===== src/design/ahs_defines.svh =====
`ifndef AHS_DEFINES_SVH
`define AHS_DEFINES_SVH

// ==========================================================
// time bases and beep count
`define AHS_CLK_HZ 200000000
`define AHS_FILTER_HOURS 1000
`define AHS_RESTART_MIN 3
`define AHS_HOLD_MIN_S 3
`define AHS_HOLD_MAX_S 10
`define AHS_BLINK_S 5
`define AHS_CLEAN_MIN_RUN_MIN 10
`define AHS_CLEAN_RUN_MIN 20
`define AHS_ABORT_WIN_MIN 10
`define AHS_BEEPS 3

`endif


===== src/design/ahs_pkg.sv =====
package ahs_pkg;

  // ==========================================================
  // operating modes
  typedef enum logic [2:0] {
    AHS_MODE_COOL = 3'h0,
    AHS_MODE_DRY = 3'h1,
    AHS_MODE_AUTO_COOL = 3'h2,
    AHS_MODE_HEAT = 3'h3,
    AHS_MODE_AUTO_HEAT = 3'h4,
    AHS_MODE_FAN = 3'h5
  } ahs_mode_t;

  // ==========================================================
  // main sequencer states
  typedef enum logic [3:0] {
    AHS_ST_OFF = 4'b0001,
    AHS_ST_RUN = 4'b0010,
    AHS_ST_CLEAN = 4'b0100,
    AHS_ST_WAIT = 4'b1000
  } ahs_state_t;

  // user-side command strobes
  typedef struct packed {
    logic start;
    logic stop;
    logic filter;
  } ahs_cmd_t;

  // outputs to the unit
  typedef struct packed {
    logic run;
    logic filter_lamp;
    logic green;
    logic timer_lamp;
    logic beep;
    logic louver_slight;
    logic lowest_fan_speed;
    logic timer_clear;
  } ahs_out_t;

endpackage : ahs_pkg


===== src/design/ahs_tick.sv =====
`timescale 1ns/1ps
`include "ahs_defines.svh"

// ==========================================================
// second and minute enables from the system clock
module ahs_tick #(
  parameter int unsigned CYC_PER_SEC = `AHS_CLK_HZ
) (
  input wire logic clk,
  input wire logic rst_n,
  output logic sec_en,
  output logic min_en
);

  typedef struct packed {
    logic [31:0] cyc;
    logic [5:0] sec;
    logic s_en;
    logic m_en;
  } ahs_tick_st_t;

  ahs_tick_st_t st_q;
  ahs_tick_st_t st_d;

  always_comb begin
    st_d = st_q;
    st_d.s_en = 1'b0;
    st_d.m_en = 1'b0;
    if (st_q.cyc >= CYC_PER_SEC - 1) begin
      st_d.cyc = 32'h0000_0000;
      st_d.s_en = 1'b1;
      if (st_q.sec == 6'h3b) begin
        st_d.sec = 6'h00;
        st_d.m_en = 1'b1;
      end else begin
        st_d.sec = st_q.sec + 6'h01;
      end
    end else begin
      st_d.cyc = st_q.cyc + 32'h0000_0001;
    end
  end

  always_ff @(posedge clk) begin
    if (!rst_n) begin
      st_q <= '0;
    end else begin
      st_q <= st_d;
    end
  end

  assign sec_en = st_q.s_en;
  assign min_en = st_q.m_en;

endmodule : ahs_tick


===== src/design/ahs_seq.sv =====
`timescale 1ns/1ps
`include "ahs_defines.svh"
// Functional notes
// - lamp lights when filter hours reach one thousand.
// - button press or remote filter command turns lamp off.
// - button press with lamp dark starts automatic operation.
// - auto-restart resumes stored operation three minutes after power returns.
// - auto-restart is off after factory reset.
// - toggle gesture only while powered, button held three seconds.
// - hold must exceed three and stay under ten seconds.
// - from standby: start, green on, then triple beep, blink five seconds.
// - from running: stop, green off, then triple beep and blink.
// - repeating the gesture toggles auto-restart with same beeps.
// - auto-restart off: stay off after power return until start.
// - power failure discards programmed timer operation.
// - cool or dry stop enters self-clean, ends after its period.
// - under ten minutes no clean, otherwise twenty minutes.
// - never clean after heat, auto-heat or fan-only.
// - louver held slightly open during self-clean.
// - indoor fan at lowest speed during self-clean.
// - stop command starting self-clean lights only timer lamp.
// - two start/stop commands within ten minutes abort self-clean.
// - operation fully stops when self-clean completes.

module ahs_seq #(
  parameter int unsigned CYC_PER_SEC = `AHS_CLK_HZ,
  parameter int unsigned FILTER_HOURS = `AHS_FILTER_HOURS,
  parameter int unsigned MIN_PER_HOUR = 60
) (
  input wire logic SYS_CLK,
  input wire logic RST_N,
  input wire logic BUTTON,
  input wire logic POWER_RESTORED,
  input wire logic PURIFIER_ON,
  input wire logic TIMER_SET,
  input wire ahs_pkg::ahs_mode_t MODE,
  input wire ahs_pkg::ahs_cmd_t CMD,
  output ahs_pkg::ahs_out_t OUT,
  output logic AUTO_RESTART
);

  // ==========================================================
  // state
  typedef struct packed {
    logic btn_m;
    logic btn_s;
    logic btn_p;
    logic pwr_m;
    logic pwr_s;
    logic pwr_p;
    ahs_pkg::ahs_state_t st;
    ahs_pkg::ahs_mode_t mode;
    logic [3:0] hold_s;
    logic hold_long;
    logic auto_rs;
    logic rs_pend;
    logic [1:0] rs_min;
    logic [31:0] filt_min;
    logic lamp;
    logic [5:0] run_min;
    logic [4:0] clean_min;
    logic [3:0] abort_min;
    logic abort_arm;
    logic [2:0] ack_s;
    logic [2:0] beep_cnt;
    logic [2:0] blink_s;
    logic blink_ph;
    ahs_pkg::ahs_out_t o;
  } ahs_seq_st_t;

  ahs_seq_st_t s_q;
  ahs_seq_st_t s_d;
  logic sec_en;
  logic min_en;

  ahs_tick #(.CYC_PER_SEC(CYC_PER_SEC)) u_tick (
    .clk(SYS_CLK),
    .rst_n(RST_N),
    .sec_en(sec_en),
    .min_en(min_en)
  );

  // ==========================================================
  // mode classification, used in two places
  function automatic logic is_cool_dry(input ahs_pkg::ahs_mode_t m);
    is_cool_dry = (m == ahs_pkg::AHS_MODE_COOL) || (m == ahs_pkg::AHS_MODE_DRY) ||
                  (m == ahs_pkg::AHS_MODE_AUTO_COOL);
  endfunction : is_cool_dry

  logic btn_rise;
  logic btn_fall;
  logic pwr_rise;
  logic running;
  logic start_cmd;
  logic stop_cmd;

  always_comb begin
    s_d = s_q;
    btn_rise = s_q.btn_s && !s_q.btn_p;
    btn_fall = !s_q.btn_s && s_q.btn_p;
    pwr_rise = s_q.pwr_s && !s_q.pwr_p;
    running = (s_q.st == ahs_pkg::AHS_ST_RUN);
    start_cmd = CMD.start;
    stop_cmd = CMD.stop;
    // button and power-restore pins pass two flops before any logic
    s_d.btn_m = BUTTON;
    s_d.btn_s = s_q.btn_m;
    s_d.btn_p = s_q.btn_s;
    s_d.pwr_m = POWER_RESTORED;
    s_d.pwr_s = s_q.pwr_m;
    s_d.pwr_p = s_q.pwr_s;
    s_d.o.beep = 1'b0;
    s_d.o.timer_clear = 1'b0;

    // ==========================================================
    // filter service lamp
    // hour threshold
    if (PURIFIER_ON && min_en && !s_q.lamp) begin
      if (s_q.filt_min + 32'h0000_0001 >= FILTER_HOURS * MIN_PER_HOUR) begin
        s_d.lamp = 1'b1;
      end
      s_d.filt_min = s_q.filt_min + 32'h0000_0001;
    end
    if (CMD.filter || (btn_fall && !s_q.hold_long && s_q.lamp)) begin
      s_d.lamp = 1'b0;
      s_d.filt_min = 32'h0000_0000;
    end

    // ==========================================================
    // button hold timing
    if (btn_rise) begin
      s_d.hold_s = 4'h0;
      s_d.hold_long = 1'b0;
    end else if (s_q.btn_s && sec_en && s_q.hold_s != 4'hf) begin
      s_d.hold_s = s_q.hold_s + 4'h1;
      if (s_q.hold_s + 4'h1 == 4'(`AHS_HOLD_MIN_S)) begin
        s_d.hold_long = 1'b1;
      end
    end
    if (btn_fall && s_q.hold_long && s_q.hold_s < 4'(`AHS_HOLD_MAX_S)) begin
      s_d.auto_rs = !s_q.auto_rs;
      s_d.beep_cnt = 3'(`AHS_BEEPS);
      s_d.blink_s = 3'(`AHS_BLINK_S);
    end

    // ==========================================================
    // acknowledge beeps and blink
    if (sec_en && s_q.beep_cnt != 3'h0) begin
      s_d.o.beep = 1'b1;
      s_d.beep_cnt = s_q.beep_cnt - 3'h1;
    end
    if (sec_en && s_q.blink_s != 3'h0) begin
      s_d.blink_s = s_q.blink_s - 3'h1;
    end
    s_d.blink_ph = (s_q.blink_s != 3'h0) ? (sec_en ? !s_q.blink_ph : s_q.blink_ph) : 1'b0;

    // ==========================================================
    // power restore
    if (pwr_rise) begin
      s_d.o.timer_clear = TIMER_SET;
      s_d.st = ahs_pkg::AHS_ST_OFF;
      s_d.rs_pend = s_q.auto_rs;
      s_d.rs_min = 2'h0;
    end else if (s_q.rs_pend && min_en) begin
      if (s_q.rs_min + 2'h1 == 2'(`AHS_RESTART_MIN)) begin
        s_d.rs_pend = 1'b0;
        s_d.st = ahs_pkg::AHS_ST_RUN;
        s_d.run_min = 6'h00;
      end else begin
        s_d.rs_min = s_q.rs_min + 2'h1;
      end
    end

    // ==========================================================
    // main sequencer
    if (!pwr_rise) begin
      case (s_q.st)
        ahs_pkg::AHS_ST_OFF, ahs_pkg::AHS_ST_WAIT: begin
          if ((btn_rise && !s_q.lamp) || start_cmd) begin
            s_d.st = ahs_pkg::AHS_ST_RUN;
            s_d.mode = MODE;
            s_d.run_min = 6'h00;
            s_d.rs_pend = 1'b0;
          end
        end
        ahs_pkg::AHS_ST_RUN: begin
          s_d.mode = MODE;
          if (min_en && s_q.run_min != 6'h3f) begin
            s_d.run_min = s_q.run_min + 6'h01;
          end
          if (stop_cmd || (btn_rise && !s_q.lamp)) begin
            // cool or dry leads to clean
            if (is_cool_dry(s_q.mode) && s_q.run_min >= 6'(`AHS_CLEAN_MIN_RUN_MIN)) begin
              s_d.st = ahs_pkg::AHS_ST_CLEAN;
              s_d.clean_min = 5'h00;
              s_d.abort_arm = 1'b0;
            end else begin
              s_d.st = ahs_pkg::AHS_ST_OFF;
            end
          end
        end
        ahs_pkg::AHS_ST_CLEAN: begin
          if (min_en) begin
            s_d.clean_min = s_q.clean_min + 5'h01;
            s_d.abort_min = s_q.abort_min + 4'h1;
          end
          if (s_q.abort_arm && min_en && s_q.abort_min + 4'h1 >= 4'(`AHS_ABORT_WIN_MIN)) begin
            s_d.abort_arm = 1'b0;
          end
          if (min_en && s_q.clean_min + 5'h01 >= 5'(`AHS_CLEAN_RUN_MIN)) begin
            s_d.st = ahs_pkg::AHS_ST_OFF;
          end else if (start_cmd || stop_cmd) begin
            if (s_q.abort_arm) begin
              s_d.st = ahs_pkg::AHS_ST_OFF;
            end else begin
              s_d.abort_arm = 1'b1;
              s_d.abort_min = 4'h0;
            end
          end
        end
        default: begin
          s_d.st = ahs_pkg::AHS_ST_OFF;
        end
      endcase
    end

    // ==========================================================
    // output map
    s_d.o.run = (s_d.st == ahs_pkg::AHS_ST_RUN);
    s_d.o.green = (s_d.blink_s != 3'h0) ? s_d.blink_ph : s_d.o.run;
    s_d.o.timer_lamp = (s_d.st == ahs_pkg::AHS_ST_CLEAN) || (TIMER_SET && s_d.st != ahs_pkg::AHS_ST_CLEAN);
    s_d.o.louver_slight = (s_d.st == ahs_pkg::AHS_ST_CLEAN);
    s_d.o.lowest_fan_speed = (s_d.st == ahs_pkg::AHS_ST_CLEAN);
    s_d.o.filter_lamp = s_d.lamp;
  end

  always_ff @(posedge SYS_CLK) begin
    if (!RST_N) begin
      s_q <= '0;
      s_q.st <= ahs_pkg::AHS_ST_OFF;
      s_q.mode <= ahs_pkg::AHS_MODE_COOL;
      s_q.auto_rs <= 1'b0;
    end else begin
      s_q <= s_d;
    end
  end

  assign OUT = s_q.o;
  assign AUTO_RESTART = s_q.auto_rs;

  // ==========================================================
  // checks
  a_clean_louver_fan: assert property (@(posedge SYS_CLK) disable iff (!RST_N)
    s_q.st == ahs_pkg::AHS_ST_CLEAN |-> OUT.louver_slight && OUT.lowest_fan_speed && !OUT.run)
    else $error("clean outputs wrong");
  a_no_heat_clean: assert property (@(posedge SYS_CLK) disable iff (!RST_N)
    s_q.st == ahs_pkg::AHS_ST_RUN && !is_cool_dry(s_q.mode) |=> s_q.st != ahs_pkg::AHS_ST_CLEAN)
    else $error("clean after heat");
  a_short_run_skip: assert property (@(posedge SYS_CLK) disable iff (!RST_N)
    s_q.st == ahs_pkg::AHS_ST_RUN && s_q.run_min < 6'd10 |=> s_q.st != ahs_pkg::AHS_ST_CLEAN)
    else $error("clean after short run");
  a_lamp_clear_count: assert property (@(posedge SYS_CLK) disable iff (!RST_N)
    CMD.filter |=> !s_q.lamp && s_q.filt_min == 32'h0000_0000)
    else $error("filter clear failed");
  a_restart_off_stay: assert property (@(posedge SYS_CLK) disable iff (!RST_N)
    pwr_rise && !s_q.auto_rs |=> !s_q.rs_pend)
    else $error("restart while disabled");
  a_timer_discard: assert property (@(posedge SYS_CLK) disable iff (!RST_N)
    pwr_rise && TIMER_SET |=> OUT.timer_clear)
    else $error("timer not discarded");
  a_clean_abort: assert property (@(posedge SYS_CLK) disable iff (!RST_N)
    s_q.st == ahs_pkg::AHS_ST_CLEAN && s_q.abort_arm && CMD.stop && !min_en && !pwr_rise
    |=> s_q.st == ahs_pkg::AHS_ST_OFF)
    else $error("abort ignored");
  a_gesture_toggle: assert property (@(posedge SYS_CLK) disable iff (!RST_N)
    btn_fall && s_q.hold_long && s_q.hold_s < 4'd10 |=> s_q.auto_rs != $past(s_q.auto_rs) && s_q.beep_cnt == 3'd3)
    else $error("gesture not toggled");

endmodule : ahs_seq


===== config.mk =====
export PLATFORM = sky130hd
export DESIGN_NAME = ahs_seq
export DESIGN_NICKNAME = d
export VERILOG_FILES = /design/src/design/ahs_pkg.sv /design/src/design/ahs_tick.sv /design/src/design/ahs_seq.sv
export VERILOG_INCLUDE_DIRS = /design/src /design/src/design
export SDC_FILE = /design/constraint.sdc
export NUM_CORES = 1
export LEC_CHECK = 0
export ABC_AREA = 1
export BUFFER_PORTS_ARGS = -buffer_cell sky130_fd_sc_hd__buf_2
export CAP_MARGIN = 20
export CELL_PAD_IN_SITES_DETAIL_PLACEMENT = 0
export CELL_PAD_IN_SITES_GLOBAL_PLACEMENT = 1
export CORE_UTILIZATION = 49
export DETAILED_ROUTE_END_ITERATION = 8
export GPL_ROUTABILITY_DRIVEN = 0
export PLACE_DENSITY = 0.94
export SKIP_CTS_REPAIR_TIMING = 1
export SYNTH_ARGS = -nofsm -noshare
export SYNTH_HDL_FRONTEND = slang
export SYNTH_SLANG_ARGS = --single-unit
export TNS_END_PERCENT = 1

===== constraint.sdc =====
create_clock -name SYS_CLK -period 2.75 [get_ports SYS_CLK]
set_clock_uncertainty 0.05 [all_clocks]
set_input_delay 0.1375 -clock SYS_CLK [delete_from_list [all_inputs] [get_ports SYS_CLK]]
set_output_delay 0.1375 -clock SYS_CLK [all_outputs]
set_load 0.01 [all_outputs]

==> results.txt, run 1 <==
* Global-route usage over all layers: 21.56%
- The synthesized netlist contains 49 unique library cells.
- The via count of the first global-routing pass was 5,414.
- The synthesized design spends more area on one cell type than any other, namely dfxtp_1.
- I/O Pins: 21
- Type of the most critical hold path: input pin to flip-flop
- Entering global routing, the biggest net connects 42 pins.
- The critical path is of the flip-flop to flip-flop type.
- Using the TritonRoute via totals, the vias-per-cell ratio works out to 5.003.
* Clock latency of the later-clocked register in the worst-skew pair: 0.42 ns
* # nets final: 1,039
- Summed negative setup slack over all endpoints: 0 ns
- Die Height: 119.3 um
- The detailed router finished its first iteration with 394 violations.
* Flip-flop and latch count after synthesis: 124
- Die ar.: 14,230 sq um
- The first global-routing pass estimated 24,650 um of wire.
- Post-synthesis instance area: 6740 sq um
- Of the post-synthesis cell area, the dominant cell type holds 36.83%.
* Worst-Margin Slew: 0.5713 ns
- Final Cycle Share: 78.57%
- The first detailed-routing pass ran for 5 iterations.
- The number of hold violations in the final report is 0.
- For this run, design rule violations remaining after detail routing come to 0.
- Final wirelength: 14,350 um
- Fin util: 57.29%
- Static timing analysis puts the maximum clock frequency at 462.8 MHz.
- Static leakage power: 3.251 nW
* Buffers added on ports: 20
* Die Width: 119.3 um
- Setup repair after global routing left no endpoint under its margin.
- In this design, the critical path's most frequently occurring cell is nand2_1.
- Critical-path cell list: ha_1, nand2_2, nor2_4, nand2_1, nor2_1, nand2_1, nand2_1, nand2_1, nor2_1, nand2_1, nor2_1, nand3_1, nand2_1, a21oi_1
* Synth top cells by count: nand2_1, inv_1, nor2_1
* Vias after detailed routing: 5,994
* Total global routing overflow: 0
* Smallest hold slack: 0.08623 ns
- The Yosys step of the flow raised 0 warnings.
- Sinks on the clock net: 124
- Max-cap check violation count: 0
- Simple-gate portion of the synthesized area: 33.02%
* Max-slew violation count: 0
- Clock tree from TritonCTS: yes
- Dpl hpwl: 10,320 um
- Clock-pin slew was measured on the worst setup and hold paths at 0.06 ns.
- Post-route ant nets: 0
- The synthesized netlist devotes 3.156% of its cell area to adder and majority cells.
- Cell with the largest stage delay on the worst path: dfxtp_1
- Setup violations remaining at the end of the flow were counted as 0.
- Initial core utilization: 50.50%
- Storage cell area: 2482 sq um
- Setup slack after layout: 0.5893 ns
- CP startpoint kind: flip-flop
- In the final routed layout, each cell accounts on average for 11.98 um.
- After synthesis, the largest family of logic cells by area is simple AND/OR/NAND/NOR gates.
* Sequential cell area fraction in the yosys report: 36.83%
* Share of flip-flops with an asynchronous set or reset: 0%
- Counting the buffers created by CTS gives 17.
- STA classifies the critical path endpoint as a flip-flop.
- Proportion of layout cells with a drive suffix above 1: 10.09%
- Cell count after synthesis: 979
- Counting flops with a built-in enable in the synthesized netlist gives 0.
- STA puts the critical path data required time at 2.98 ns.
- Worst slew margin relative to its limit: 61.51%
- Maximum level of the CTS H-tree: 4
- In this run the power density over the cells is 609.0 nW/um^2.
* Layout-stage area growth over the synthesis result: 13.46%
- After floorplanning, the core was sized to cover 13,350 sq um.
- In the synthesized netlist the dominant register cell turns out to be dfxtp_1.
- Counting I/O delays and the setup requirement, the final critical path takes 2.161 ns.
- In this run the worst path has a maximum fanout of 9.
* Worst-case setup slack after placement: 0.5906 ns
- VDD sags by at most 0.0005585 V.
* Area used by multi-input combinational logic: 3577 sq um
- Share of synthesized area spent on multiplexers: 0%
- The flow ran to the end, and the final reports show no timing, DRC or antenna violations.
- Cell types with the largest area share after synthesis: dfxtp_1, nand2_1, inv_1, nor2_1, a21oi_1
- Bufs on Longest Clock Path: 2
- By instance count, the leading cell after synthesis is nand2_1.
- Averaged over all synthesized cells, the footprint is 6.885 sq um.
- Parity-gate share of the synthesized area counting xor and xnor cells: 3.638%
- The floorplan has 42 rows.
- Summing the areas of all compound-gate instances in the mapped netlist gives 13.03% of the synthesized area.
- The initial antenna violation count came to 1.
* CTS Root Cell: clkbuf_16
- Fill cells in the final layout number 1,317.
- Maximum single-stage delay on the critical path: 0.39 ns
- CP arrival: 2.40 ns
==> cell type report <==
cell class              count  share of cell area (%)
diodes                      1                 0.03272
repair buffers             33                   2.781
clock buffers              21                   6.283
well taps                 176                   2.880
multi-input cells         685                   46.78
flip-flops and latches    124                   32.46
inverters                 149                   7.313
clock inverters             9                   1.473
==> report_power, final <==
group          leakage (nW)  total [mW]  internal (mW)  switching [mW]
Clock                 0.280        2.24           1.42           0.822
Sequential             1.00        1.92           1.89          0.0361
Combinational          1.97       0.493          0.176           0.317
==> worst paths after layout <==
kind	startpoint	endpoint	slack [ns]	cells past startpoint
setup / recovery	s_q[35]$_SDFFE_PP0P_	OUT[6]$_SDFFE_PP0P_	0.59	14
hold reg to reg	s_d[83]$_SDFF_PN0_	s_q[83]$_SDFF_PN0_	0.38	2
hold / removal	CMD[1]	s_q[79]$_SDFF_PN1_	0.09	5
setup reg to reg	s_q[35]$_SDFFE_PP0P_	OUT[6]$_SDFFE_PP0P_	0.59	14
==> worst max-delay path: cells and delay by family (launching register included) <==
family / cells / cell delay, ns
AO/OA/AOI/OAI: 1 / 0.05
adder cells (fa/ha/maj): 1 / 0.20
flip-flops: 1 / 0.39
AND/OR/NAND/NOR: 12 / 1.33
==> routing by layer <==
layer  GRT usage, %  vias up  part of all wire, %
li1               -     3196                    -
met1          28.58     2686                   50
met2          33.79       93                   44
met3          5.891       19                  4.4
met4          6.883        0                  1.4
met5              0        -                    0
==> stage by stage <==
| step | instance area (sq um) | std cells | total power [mW] |
|---|---|---|---|
| floorplan | 6751 | 982 | 2.342 |
| global placement | 6992 | 1161 | 2.436 |
| detailed placement | 6992 | 1161 | 2.442 |
| CTS | 7585 | 1191 | 4.691 |
| global route | 7645 | 1197 | 4.852 |
| finish | 7647 | 1198 | 4.657 |
==> logic make-up after synthesis <==
family,count (synthesis)
simple gates,482
buf+inv,173
compound gates,154
flops,124
xor+xnor,28
fa+ha+maj,17
other cells,1
==> flip-flops by register name, indices dropped and copies added, names as in the netlist <==
name,flops
s_q,72
u_tick.sec_en,1
s_d,4
u_tick.st_q,38
AUTO_RESTART,1
u_tick.min_en,1
OUT,7
==> cell usage in the layout (no fill, tap or decap), types with 9 or more instances in the layout <==
cell | Yosys | final
nor3_1 | 21 | 21
ha_1 | 17 | 17
clkbuf_16 | 0 | 17
nand4_1 | 12 | 12
a21oi_1 | 56 | 56
o211ai_1 | 12 | 12
nor2_1 | 125 | 125
inv_1 | 144 | 144
dfxtp_1 | 124 | 124
xor2_1 | 19 | 19
nor2_4 | 10 | 10
o21ai_0 | 52 | 52
xnor2_1 | 9 | 9
buf_2 | 1 | 20
nand3_1 | 50 | 50
a211oi_1 | 11 | 11
nand2_1 | 217 | 217
No activity file was read; power rests on OpenSTA's default activity.
==> run 2: changes to the inputs <==
--- a/config.mk
+++ b/config.mk
@@ -11,10 +11,10 @@
 export CAP_MARGIN = 20
 export CELL_PAD_IN_SITES_DETAIL_PLACEMENT = 0
 export CELL_PAD_IN_SITES_GLOBAL_PLACEMENT = 1
-export CORE_UTILIZATION = 49
+export CORE_UTILIZATION = 45
 export DETAILED_ROUTE_END_ITERATION = 8
 export GPL_ROUTABILITY_DRIVEN = 0
-export PLACE_DENSITY = 0.94
+export PLACE_DENSITY = 0.88
 export SKIP_CTS_REPAIR_TIMING = 1
 export SYNTH_ARGS = -nofsm -noshare
 export SYNTH_HDL_FRONTEND = slang
==> constraint.sdc (replaced) <==
create_clock -name SYS_CLK -period 2.2 [get_ports SYS_CLK]
set_clock_uncertainty 0.05 [all_clocks]
set_input_delay 0.11 -clock SYS_CLK [delete_from_list [all_inputs] [get_ports SYS_CLK]]
set_output_delay 0.11 -clock SYS_CLK [all_outputs]
set_load 0.01 [all_outputs]
==> run 2 against run 1 <==
Critical path type unchanged. Count of clock-buffer cells in the layout up 1. Sequential power up 25%. Final area up 1.5%. Non-clock buffer count up 2. Global-route usage down 1.3 points. Worst hold slack worse by 0.057 ns. Core utilization down 4.1 points. Register-to-register slack worse by 0.38 ns. Setup slack worse by 0.38 ns. Die area up 8.7%. Wire length up 1.7%. Combinational power up 25%.
==> results.txt, run 2 (synthesis gave the netlist of run 1 again) <==
- Proportion of layout cells with a drive suffix above 1: 11.02% (+0.94 points)
- Mean routed wirelength per cell: 12.07 um (+0.75%)
- Clock latency of the later-clocked register in the worst-skew pair: 0.42 ns (about the same)
- The total number of nets in the final design came to 1,041 (+0.19%).
- The via-per-instance ratio came to 4.943 (-1.2%).
* Worst Path Max Fanout: 8 (-1)
- The share of the clock period used by the worst path after layout was 90.40% (+12 points).
- Max-cap check violation count: 0 (unchanged)
* Area used by multi-input combinational logic: 3628 sq um (+1.4%)
* Clock tree from TritonCTS: yes
* Minimum period implied by the final worst setup slack: 1.989 ns (-0.1719 ns)
- The delay of the slowest critical-path stage was 0.36 ns (-0.03 ns).
* Max reg flops: 72 (unchanged)
- The residual DRC count was 0 (unchanged).
- DR iter-0 viols: 385 (-2.3%)
* Peak Freq: 502.8 MHz (+8.6%)
* Global-route usage over all layers: 20.23% (-1.3 points)
- Leaving out fill and tap cells, the most frequent cell in the layout is nand2_1.
- The post-CTS clock slew at the launch and capture registers of the worst setup and hold paths was 0.05 ns (about the same).
- Fin util: 53.18% (-4.1 points)
* Worst-Margin Slew: 0.6018 ns (+0.03052 ns)
* Setup violators final: 0 (unchanged)
- The count of cells along the worst hold path was 2 (-3).
- Setup repair after global routing could not meet its margin everywhere.
- The number of buffers created by CTS is 17 (unchanged).
- Die Height: 124.4 um (+4.3%)
* Number of antenna violations at the first check in global routing: 0 (-1)
* Die ar.: 15,470 sq um (+8.7%)
* Total global routing overflow: 0 (unchanged)
- Sinks on the clock net: 124 (unchanged)
- Worst slew margin relative to its limit: 59.46% (-2.1 points)
* R2R depth: 14 (unchanged)
- On the critical path, the stage with the largest delay is an instance of dfxtp_2.
* Commonest cells after routing, fill and taps aside: nand2_1, inv_1, dfxtp_1, nor2_1, a21oi_1
* Total of fill cells in the finished design: 1,448 (+9.9%)
* First-pass GRT wire length: 25,710 um (+4.3%)
* CP startpoint kind: flip-flop
- I/O Pins: 21 (unchanged)
- The number of port buffers is 20 (unchanged).
- Floorplan Core Area: 14,590 sq um (+9.3%)
* Final-report hold violation count: 0 (unchanged)
* Final wirelength: 14,590 um (+1.7%)
* Static leakage power: 3.279 nW (+0.86%)
- Compared with the post-synthesis result, the final layout area differs by 15.11%.
- Max-slew violation count: 0 (unchanged)
* Hold path endpoint: s_q[79]$_SDFF_PN1_
- Category of the critical setup timing path: flip-flop to flip-flop
- Row cnt: 44 (+4.8%)
- Worst vdd rail ir drop: 0.0005691 V (+1.9%)
* CTS Root Cell: clkbuf_16
* Number of global-route vias before repair: 5,530 (+2.1%)
- The count of antenna diodes in the layout came to 0 (-1).
- Most frequent cell on the critical path: nand2_1
- Total power per unit cell area: 771.4 nW/um^2 (+27%)
- The arrival time at the worst endpoint is 2.23 ns (-0.17 ns).
- Sort of element at the end of the critical path: flip-flop
- The slack of the worst reg-to-reg path is 0.21 ns (-0.38 ns).
- The number of levels the H-tree was split into was 4 (unchanged).
- The data required time of the worst path came to 2.44 ns (-0.54 ns).
* Initial core utilization: 46.20% (-4.3 points)
- Post-route ant nets: 0 (unchanged)
* Maximum number of pins on one net before global-route repair: 41 (-2.4%)
* GR Layer Usage met2: 30.74% (-3.0 points)
- Buffering stage count on the worst path with inverters included: 0 (unchanged)
- Critical register-to-register path startpoint: s_q[35]$_SDFFE_PP0P_
- Most utilized layer in the global route result: met2
- The met3 usage was 5.627% (-0.26 points).
* Critical-path cell list: ha_2, nand2_2, nor2_4, nand2_2, nor2_4, nand2_1, nand2_1, nand2_1, nor2_1, nand2_1, nor2_1, nand3_1, nand2_1, a21oi_1
* Outcome: completed
* Vias after detailed routing: 5,976 (-0.30%)
* Cell family with the largest share of critical-path delay: simple AND/OR/NAND/NOR gates
- The startpoint identified for the worst hold timing path is RST_N.
* Register bank with the most flops: s_q
- Type of the most critical hold path: input pin to flip-flop
- Dpl hpwl: 10,420 um (+0.98%)
- Die Width: 124.4 um (+4.3%)
* Routing usage on met1: 27.42% (-1.2 points)
* Reg-to-Reg End: OUT[6]$_SDFFE_PP0P_
- The register area was 2485 sq um (+0.10%).
* Detailed-routing iteration count for the pre-antenna-repair pass: 5 (unchanged)
- The maximum root-to-sink buffer count came to 2 (unchanged).
- Smallest hold slack: 0.02938 ns (-0.05685 ns)
[run 2: cell count changes in the layout (fill, tap and decap cells not counted), sizes merged, moves of 2 or more]
cell and change:
clkinv +3, bufinv +2, clkinvlp -3, buf +2
[run 2: layer usage]
| layer | vias up | routed length (um) |
|---|---|---|
| met5 | - | 0 |
| met4 | 0 | 215 |
| met3 | 17 | 689 |
| met2 | 102 | 6255 |
| met1 | 2651 | 7426 |
| li1 | 3206 | - |
[run 2: cell type report]
type / count / area share (%)
inverter: 149 / 7.209
sequential: 124 / 32.03
clock buffer: 22 / 5.983
multi-input combinational: 685 / 46.77
tap: 184 / 2.967
timing repair buffer: 35 / 2.935
clock inverter: 10 / 2.113
[run 2: through the flow]
| stage | instances | power [mW] | worst slack [ns] | setup TNS (ns) | cell area (sq um) |
|---|---|---|---|---|---|
| after floorplan | 982 | 2.928 | 0.4105 | 0 | 6751 |
| after detailed placement | 1170 | 3.052 | 0.08176 | 0 | 7009 |
| after global placement | 1170 | 3.048 | 0.09525 | 0 | 7009 |
| final | 1209 | 5.985 | 0.2112 | 0 | 7759 |
| after global routing | 1209 | 6.276 | -0.01921 | -0.01921 | 7759 |
| after CTS | 1202 | 6.050 | 0.06023 | 0 | 7637 |
[run 2: worst max-delay path by stage]
stage | start | to | cells past startpoint
2_1_floorplan | s_q[35]$_SDFFE_PP0P_ | OUT[6]$_SDFFE_PP0P_ | 14
3_3_place_gp | s_q[35]$_SDFFE_PP0P_ | OUT[6]$_SDFFE_PP0P_ | 11
3_5_place_dp | s_q[35]$_SDFFE_PP0P_ | OUT[6]$_SDFFE_PP0P_ | 14
4_1_cts | s_q[35]$_SDFFE_PP0P_ | OUT[6]$_SDFFE_PP0P_ | 11
5_1_grt | s_q[45]$_SDFFE_PP0P_ | OUT[6]$_SDFFE_PP0P_ | 13
6_report | s_q[35]$_SDFFE_PP0P_ | OUT[6]$_SDFFE_PP0P_ | 14
[run 2: power by group]
part / internal, mW / switching (mW) / leakage (nW)
sequential: 2.36 / 0.0447 / 1.01
combinational: 0.223 / 0.392 / 1.97
clock: 1.95 / 1.01 / 0.304
